--- config.mk ---
export PLATFORM = sky130hd
export DESIGN_NAME = dcds_decode
export DESIGN_NICKNAME = d
export VERILOG_FILES = /design/src/verilog/dcds_pkg.sv /design/src/verilog/dcds_decode.sv /design/src/verilog/dcds_strobe_pin.sv
export VERILOG_INCLUDE_DIRS = /design/src /design/src/verilog
export SDC_FILE = /design/constraint.sdc
export NUM_CORES = 1
export LEC_CHECK = 0
export ABC_CLOCK_PERIOD_IN_PS = 2000
export BUFFER_PORTS_ARGS = -buffer_cell sky130_fd_sc_hd__buf_2
export CORE_ASPECT_RATIO = 0.8
export CORE_MARGIN = 4
export CORE_UTILIZATION = 53
export DETAILED_ROUTE_END_ITERATION = 12
export HOLD_SLACK_MARGIN = 0.1
export PLACE_DENSITY = 0.92
export SLEW_MARGIN = 20
export SYNTH_ARGS = -nofsm -noshare
export SYNTH_HDL_FRONTEND = slang
export SYNTH_SLANG_ARGS = --single-unit
--- constraint.sdc ---
create_clock -name ref_clk -period 2 [get_ports ref_clk]
set_clock_uncertainty 0.05 [all_clocks]
set_input_delay 0 -clock ref_clk [delete_from_list [all_inputs] [get_ports ref_clk]]
set_output_delay 0 -clock ref_clk [all_outputs]
set_load 0.02 [all_outputs]
--- src/verilog/dcds_params.svh ---
`ifndef DCDS_PARAMS_SVH
`define DCDS_PARAMS_SVH

// Command code bit positions within {cs_n, row_strobe_n, col_strobe_n, write_en_n}
`define DCDS_CMD_CS_BIT       3
`define DCDS_CMD_ROW_BIT      2
`define DCDS_CMD_COL_BIT      1
`define DCDS_CMD_WE_BIT       0

// Command codes, all active low
`define DCDS_CODE_ACTIVATE    4'h3
`define DCDS_CODE_PRECHARGE   4'h2
`define DCDS_CODE_READ        4'h5
`define DCDS_CODE_WRITE       4'h4

// Column address and auto precharge positions
`define DCDS_COL_LSB          0
`define DCDS_COL_MSB          9
`define DCDS_AUTO_PRE_BIT     10

// Reset values
`define DCDS_BANK_OPEN_RST    8'h00

`endif

--- src/verilog/dcds_pkg.sv ---
package dcds_pkg;

    typedef enum logic [2:0]
    {
        DCDS_CMD_NONE,
        DCDS_CMD_ACTIVATE,
        DCDS_CMD_PRECHARGE,
        DCDS_CMD_READ,
        DCDS_CMD_WRITE,
        DCDS_CMD_OTHER
    } dcds_cmd_e;

    typedef struct packed
    {
        logic        cs_n;
        logic        row_strobe_n;
        logic        col_strobe_n;
        logic        write_en_n;
        logic [2:0]  bank;
        logic [13:0] addr;
    } dcds_cmd_pins_s;

    typedef struct packed
    {
        dcds_cmd_e   kind;
        logic [2:0]  bank;
        logic [9:0]  column;
        logic        auto_pre;
        logic [13:0] row;
    } dcds_cmd_s;

    typedef struct packed
    {
        logic read_strobe_en;
        logic strobe_compl_en;
    } dcds_strobe_cfg_s;

endpackage

--- src/verilog/dcds_decode.sv ---
`include "dcds_params.svh"

module dcds_decode
#(
    parameter int BANKS = 8,
    parameter int READ_BURST = 4
)
(
    input  wire logic                      ref_clk,
    input  wire logic                      resetn,
    input  wire dcds_pkg::dcds_cmd_pins_s  cmd_pins,
    input  wire dcds_pkg::dcds_strobe_cfg_s strobe_cfg,
    input  wire logic                      read_data_active,
    input  wire logic                      strobe_in,
    input  wire logic                      write_byte_mask,
    output dcds_pkg::dcds_cmd_s            cmd_q,
    output logic                           cmd_valid_q,
    output logic [BANKS-1:0]               bank_open_q,
    output logic                           strobe_out,
    output logic                           strobe_oe,
    output logic                           strobe_c_out,
    output logic                           strobe_c_oe,
    output logic                           read_only_strobe,
    output logic                           read_only_strobe_oe,
    output logic                           read_only_strobe_complement,
    output logic                           read_only_strobe_complement_oe,
    output logic                           write_strobe_sync,
    output logic                           write_mask_q
);
    import dcds_pkg::*;

    if (BANKS != 8)
    begin : g_bad_banks
        $error("BANKS must be 8 for a three-bit bank address");
    end
    if (READ_BURST < 1)
    begin : g_bad_burst
        $error("READ_BURST must be at least one");
    end

    // Command pins come off the memory bus clock, so synchronise them
    dcds_cmd_pins_s meta_q;
    dcds_cmd_pins_s pins_q;

    always_ff @(posedge ref_clk)
    begin
        if (!resetn)
        begin
            meta_q <= '1;
            pins_q <= '1;
        end
        else
        begin
            meta_q <= cmd_pins;
            pins_q <= meta_q;
        end
    end

    wire logic [3:0] code = {pins_q.cs_n, pins_q.row_strobe_n,
                             pins_q.col_strobe_n, pins_q.write_en_n};
    wire logic       decoder_en = ~pins_q.cs_n;
    wire logic       is_act = (code == `DCDS_CODE_ACTIVATE);
    wire logic       is_pre = (code == `DCDS_CODE_PRECHARGE);
    wire logic       is_rd  = (code == `DCDS_CODE_READ);
    wire logic       is_wr  = (code == `DCDS_CODE_WRITE);

    dcds_cmd_e kind_d;
    always_comb
    begin
        if (!decoder_en)
            kind_d = DCDS_CMD_NONE;
        else if (is_act)
            kind_d = DCDS_CMD_ACTIVATE;
        else if (is_pre)
            kind_d = DCDS_CMD_PRECHARGE;
        else if (is_rd)
            kind_d = DCDS_CMD_READ;
        else if (is_wr)
            kind_d = DCDS_CMD_WRITE;
        else
            kind_d = DCDS_CMD_OTHER;
    end

    wire logic [BANKS-1:0] bank_sel = BANKS'(1) << pins_q.bank;
    logic [BANKS-1:0] bank_open_d;
    always_comb
    begin
        bank_open_d = bank_open_q;
        case (kind_d)
            DCDS_CMD_ACTIVATE:  bank_open_d = bank_open_q | bank_sel;
            DCDS_CMD_PRECHARGE: bank_open_d = bank_open_q & ~bank_sel;
            default:            bank_open_d = bank_open_q;
        endcase
    end

    dcds_cmd_s cmd_d;
    always_comb
    begin
        cmd_d.kind     = kind_d;
        cmd_d.bank     = pins_q.bank;
        cmd_d.column   = pins_q.addr[`DCDS_COL_MSB:`DCDS_COL_LSB];
        cmd_d.auto_pre = (is_rd | is_wr) & pins_q.addr[`DCDS_AUTO_PRE_BIT];
        cmd_d.row      = pins_q.addr;
    end

    // Latched once per rising edge of the true clock
    always_ff @(posedge ref_clk)
    begin
        if (!resetn)
        begin
            cmd_q       <= '0;
            cmd_valid_q <= 1'b0;
            bank_open_q <= `DCDS_BANK_OPEN_RST;
        end
        else
        begin
            cmd_q       <= cmd_d;
            cmd_valid_q <= decoder_en;
            bank_open_q <= bank_open_d;
        end
    end

    // Device drives strobes only during reads
    wire logic drive_main = read_data_active;
    wire logic drive_read_only_strobe_complement = read_data_active & strobe_cfg.read_strobe_en;
    logic      mask_meta_q;
    logic      mask_sync_q;

    dcds_strobe_pin u_main
    (
        .ref_clk   (ref_clk),
        .resetn    (resetn),
        .drive_en  (drive_main),
        .compl_en  (strobe_cfg.strobe_compl_en),
        .pin_in    (strobe_in),
        .pin_out   (strobe_out),
        .pin_oe    (strobe_oe),
        .pin_c_out (strobe_c_out),
        .pin_c_oe  (strobe_c_oe),
        .pin_sync  (write_strobe_sync)
    );

    dcds_strobe_pin u_read_only_strobe_complement
    (
        .ref_clk   (ref_clk),
        .resetn    (resetn),
        .drive_en  (drive_read_only_strobe_complement),
        .compl_en  (strobe_cfg.strobe_compl_en),
        .pin_in    (1'b0),
        .pin_out   (read_only_strobe),
        .pin_oe    (read_only_strobe_oe),
        .pin_c_out (read_only_strobe_complement),
        .pin_c_oe  (read_only_strobe_complement_oe),
        .pin_sync  ()
    );

    // Mask pin is an input only when the read strobe option is off
    always_ff @(posedge ref_clk)
    begin
        if (!resetn)
        begin
            mask_meta_q  <= 1'b0;
            mask_sync_q  <= 1'b0;
            write_mask_q <= 1'b0;
        end
        else
        begin
            // Gate only after the second flop, so nothing else reads the first
            mask_meta_q  <= write_byte_mask;
            mask_sync_q  <= mask_meta_q;
            write_mask_q <= mask_sync_q & ~strobe_cfg.read_strobe_en;
        end
    end

    a_cs_masks: assert property (@(posedge ref_clk) disable iff (!resetn)
        pins_q.cs_n |=> (cmd_q.kind == DCDS_CMD_NONE) && !cmd_valid_q)
        else $error("command decoded with chip select high");

    a_act_opens: assert property (@(posedge ref_clk) disable iff (!resetn)
        (!pins_q.cs_n && code == `DCDS_CODE_ACTIVATE) |=>
            bank_open_q[$past(pins_q.bank)] && cmd_q.kind == DCDS_CMD_ACTIVATE)
        else $error("activate did not open bank");

    a_pre_closes: assert property (@(posedge ref_clk) disable iff (!resetn)
        (code == `DCDS_CODE_PRECHARGE) |=>
            !bank_open_q[$past(pins_q.bank)] && cmd_q.kind == DCDS_CMD_PRECHARGE)
        else $error("precharge did not close bank");

    a_rd_decode: assert property (@(posedge ref_clk) disable iff (!resetn)
        (code == `DCDS_CODE_READ) |=> cmd_q.kind == DCDS_CMD_READ)
        else $error("read not decoded");

    a_wr_decode: assert property (@(posedge ref_clk) disable iff (!resetn)
        (code == `DCDS_CODE_WRITE) |=> cmd_q.kind == DCDS_CMD_WRITE)
        else $error("write not decoded");

    a_other_keeps: assert property (@(posedge ref_clk) disable iff (!resetn)
        (cmd_d.kind == DCDS_CMD_OTHER || cmd_d.kind == DCDS_CMD_NONE)
            |=> $stable(bank_open_q))
        else $error("bank state changed on other command");

    a_col_auto: assert property (@(posedge ref_clk) disable iff (!resetn)
        (is_rd || is_wr) |=> cmd_q.auto_pre == $past(pins_q.addr[10])
            && cmd_q.column == $past(pins_q.addr[9:0]))
        else $error("column or auto precharge wrong");

    a_strobe_dir: assert property (@(posedge ref_clk) disable iff (!resetn)
        strobe_oe == read_data_active)
        else $error("strobe driven outside reads");

    a_strobe_tog: assert property (@(posedge ref_clk) disable iff (!resetn)
        (read_data_active [*2]) |-> strobe_out != $past(strobe_out))
        else $error("read strobe missed an edge");

    a_read_only_strobe_complement_opt: assert property (@(posedge ref_clk) disable iff (!resetn)
        read_only_strobe_oe == (read_data_active && strobe_cfg.read_strobe_en))
        else $error("read strobe option misapplied");

    a_compl_en: assert property (@(posedge ref_clk) disable iff (!resetn)
        strobe_c_oe |-> strobe_cfg.strobe_compl_en && strobe_oe)
        else $error("complement strobe driven while disabled");
endmodule

--- src/verilog/dcds_strobe_pin.sv ---
`include "dcds_params.svh"

module dcds_strobe_pin
(
    input  wire logic ref_clk,
    input  wire logic resetn,
    input  wire logic drive_en,
    input  wire logic compl_en,
    input  wire logic pin_in,
    output logic      pin_out,
    output logic      pin_oe,
    output logic      pin_c_out,
    output logic      pin_c_oe,
    output logic      pin_sync
);
    logic meta_q;
    logic sync_q;
    logic tog_q;

    always_ff @(posedge ref_clk)
    begin
        if (!resetn)
        begin
            meta_q <= 1'b0;
            sync_q <= 1'b0;
            tog_q  <= 1'b0;
        end
        else
        begin
            meta_q <= pin_in;
            sync_q <= meta_q;
            // Edge on every cycle while drive_en is high, so edges line up with data changes
            tog_q  <= drive_en ? ~tog_q : 1'b0;
        end
    end

    assign pin_out   = tog_q;
    assign pin_oe    = drive_en;
    assign pin_c_out = ~tog_q;
    assign pin_c_oe  = drive_en & compl_en;
    assign pin_sync  = sync_q;
endmodule

# After elaboration in Yosys (flattened, before gate mapping)
# Index checks and enable logic that the tools add are counted.
totals:
  output_inout_bits: 50
  regBits: 89
  inputBits: 28
  elab_cells: 55
classes:
  mux: 6
  reduce_logical: 3
  bitwise: 13
  shifts: 1
  n_eq_ne: 6
ops:
  columns: ["cell", "count"]
  rows:
  - ["one-hot mux 8 bit (2 select lines)", 1]
  - ["two-way mux 3 bit", 4]
  - ["AND 8 bit", 1]
  - ["equality test 4 x 2 -> 1 bit, second input constant", 2]
  - ["equality test 4 x 3 -> 1 bit, second input constant", 2]
  - ["NOT 8 bit", 1]
  - ["bitwise OR 8 bit", 1]
  - ["<< shifter 1 x 3 -> 8 bit, first input constant", 1]
  - ["AND 1 bit", 5]
  - ["NOT 1 bit", 4]
  - ["AND reduction 2 bit", 2]
  - ["equality test 3 x 1 -> 1 bit, second input constant", 1]
  - ["equality test 3 x 2 -> 1 bit, second input constant", 1]
  - ["nonzero test 2 bit", 1]
  - ["two-way mux 1 bit", 1]
  - ["bitwise OR 1 bit", 1]

# Depth between registers and ports, before layout
logic_depth:
  depth_word: 8
  ltp_mapped: 4
  ltp_nobuf: 3

# Modules after synthesis
# From an unflattened synthesis, not the netlist that was laid out.
unflattened:
  cells_unflattened: 217
  hier_area_um2: 2488.6
modules_own_cells:
  columns: ["mod", "n_inst", "seq_area_each_um2", "area_each_um2", "cells_per_inst"]
  rows:
  - ["dcds_decode", 1, 1501.4, 2290.9, 199]
  - ["dcds_strobe_pin", 2, 60.1, 98.8, 9]

# Worst setup path before layout
# Ideal clock, no wire load.
synth_timing:
  path_kind: "register -> register"
  start: "register pins_q, in the netlist cmd_d[27]"
  end: "register (tool-made name)"
  slack_ns: 0.952
  path_stages_with_launch: 4
  period_less_slack_ns: 1.048
  path_buffers: 0
  setup_time_ns: 0.126
  arrival_time_ns: 0.873
  required_time_ns: 1.824
  cell_sequence: "dfxtp_1 -> nor4b_4 -> nand3_1 -> mux2i_1"
synth_lines:
  columns: ["item", "line_no", "source"]
  rows:
  - ["start: declaration", "dcds_decode.sv:43", "dcds_cmd_pins_s pins_q;"]
  - ["start signal: assignment", "dcds_decode.sv:55", "pins_q <= meta_q;"]

# Worst setup path after layout
layout_timing:
  start: "input resetn"
  end: "register u_read_only_strobe_complement.tog_q, in the netlist u_read_only_strobe_complement.pin_out"
layout_between:
  elab_chain_len: 1
layout_rtl:
  columns: ["item", "line_no", "source"]
  rows:
  - ["start: declaration", "dcds_decode.sv:10", "input wire logic resetn,"]
  - ["AND reduction 2 bit (no line)", null, null]
  - ["end signal: assignment", "dcds_strobe_pin.sv:33", "tog_q <= drive_en ? ~tog_q : 1'b0;"]
  - ["end: declaration", "dcds_strobe_pin.sv:18", "logic tog_q;"]
# Every way passes these cells.
# A chain may end at the register's enable or synchronous reset.

==> impl_results.md <==
- Reg clk slew, reported paths: 0.07 ns
- Die area: 0.00569 sq mm
- CP Launch Type: input pin
- Fin. Hold Viols: 0
- Top cells by count, synth: dfxtp_1, nand2b_1, and2_1, nand2_1, buf_4
- Min Tclk post-route: 1.50 ns
- Worst slack, placed: 0.819 ns
- Final ANT Viol Nets: 0
- Post-synth EDFFs: 0
- Post-synth top area cell: dfxtp_1
- Layout cell share with drive strength beyond 1: 30.6%
- Yosys reg bits: 79
- Worst-margin pin slew: 0.351 ns
- Crit path largest cell delay: 0.59 ns
- H-tree depth: 3
- Num ports: 78
- Ant diodes: 0
- Routed wire length: 4370 um
- Clock Path Buffers: 2
- Max_cap viols: 0
- DIE HEIGHT: 68.3 um
- Worst hold path depth: 3
- Avg Inst Size Synth: 11.4 sq um
- Setup violators final: 0
- DP Wirelength: 2800 um
- Gates resized, CTS repair: 0
- Cells after synthesis: 212
- Ys Warns: 0
- Antenna violations before repair: 0
- Top_reg_cell synth: dfxtp_1
- Crit-path cells: dlygate4sd3_1 > buf_2 > nand2_1 > dlygate4sd3_1 > nor3b_1
- Input/output buffers: 77
- Netlist cell types: 20
- Hold_ws: 0.302 ns
- CTS tree: done
- CP Class: in -> reg
- Slew Limit Fails: 0
- Gr ovfl total: 0
- Placed cell count: 329
- Total negative slack: 0 ns
- Post-DR wirelength/cell: 11.7 um
- Core Area: 0.00428 sq mm
- Status: completed
- Largest net degree at the start of global routing: 35
- Pleak: 1.52 nW
- Syn_nets: 240
- Unrepaired setup endpoints after global routing: false
- DRC viols: 0
- Async set-reset flop share out of synthesis: 0%
- # rows: 21
- Max VDD drop: 0.000688 V
- CTS Sinks: 79
- Sequential area share after synthesis: 65.7%
- Non-filler cells, final: 374
- Crit-path max FO: 21
- Hold crit path type: in -> out
- Tot GR Track Use: 16.8%
- Vias in the first global route: 1626
- Crit path max-delay cell type: dlygate4sd3_1
- Worst Path Required: 2.20 ns
- Area Growth Syn to Fin: 34.4%
- CP endpoint kind: register
- Synth top area share: 65.7%
- Iter 0 DRT Violations: 82
- Most common cell in the netlist: dfxtp_1
- TritonRoute pass-1 iters: 4
- Peak Freq: 0.666 GHz
- Final nets: 340
- PD cells: 929 mW/mm^2
- Ranking of synthesized cells by area: dfxtp_1, nand2b_1, and2_1
- Die Wd: 83.4 um
- Global-route wire length before repair: 7140 um
- Crit path top cell by count: dlygate4sd3_1
- Mapped Area: 0.00241 sq mm
- Depth of the most critical reg-to-reg path: 3
- Normalized max-slew margin: 76.6%
- Initial Util: 56.2%
- Vias/cell: 4.43
- Final worst-path setup slack: 0.497 ns
- Routability congestion estimate: 0.737
- Critical Path AT: 1.70 ns
- DR vias: 1656
- CTS buffer count: 9
- Final Cycle Share: 75.1%
- Worst-Skew Late Latency: 0.33 ns
- Clk root buf: clkbuf_8
- Final Power: 3.01 mW
==> logic make-up after synthesis <==
logic type | Yosys count | share of synthesized area, %
compound gates | 2 | 0.416
buf+inv | 22 | 5.51
flops | 79 | 65.7
mux | 8 | 3.32
simple gates | 101 | 25.1
==> worst max-delay path, delay by kind of cell <==
| family | cells | cell delay, ns |
|---|---|---|
| AND/OR/NAND/NOR | 2 | 0.27 |
| buffers and inverters | 3 | 1.43 |
==> layout by cell type (no fill, tap or decap) <==
cell / count
clkinv_2: 5
inv_2: 1
dfxtp_1: 79
dlygate4sd3_1: 29
nand3_1: 2
nor3b_1: 2
inv_1: 2
nor4b_4: 1
a21oi_1: 2
mux2i_1: 8
nand2b_1: 45
nand2_1: 17
buf_2: 77
nor2_1: 4
clkinv_4: 1
and2_1: 23
buf_4: 2
clkbuf_8: 9
nand3b_1: 1
bufinv_16: 1
or2_1: 1
nor2b_1: 2
and3_1: 2
and4bb_1: 1
==> stage by stage <==
stage | utilization (%) | area (sq um)
3_3_place_gp | 64.4 | 2760
4_1_cts | 75.6 | 3240
5_1_grt | 75.6 | 3240
6_report | 75.6 | 3240
3_5_place_dp | 64.4 | 2760
2_1_floorplan | - | 2410
==> cell type report <==
type                            count  area (sq um)
Fill cell                         295          1050
Clock buffer                        9           124
Multi-Input combinational cell    111           694
Tap cell                           57          71.3
Clock inverter                      7          63.8
Inverter                            3          11.3
Timing Repair Buffer              108           691
Sequential cell                    79          1580
==> power breakdown <==
| part | switching [mW] | internal, mW |
|---|---|---|
| clock | 0.513 | 0.567 |
| sequential | 0.0233 | 1.64 |
| combinational | 0.134 | 0.128 |
| total | 0.671 | 2.34 |
==> metal layers <==
layer  track usage [%]  up-vias  wire [um]
li1                  -      841          -
met1              15.0      747       1680
met2              33.3       62       2320
met3              7.82        6        328
met4              7.35        0         38
met5                 0        -          0
==> repair_timing <==
item                      in CTS  in global routing
hold endpoints to repair      42                  0
hold buffers                  29                  0
setup buffers                  0                  0
==> final timing paths <==
kind | endpoint | start | slack (ns)
max | u_read_only_strobe_complement.pin_out | resetn | 0.50
min | strobe_c_oe | strobe_cfg[0] | 0.30
max reg2reg | register | cmd_d[27] | 0.81
min reg2reg | cmd_d[12] | meta_q[12] | 0.35
Note: power is estimated with default switching activity, not from simulation.
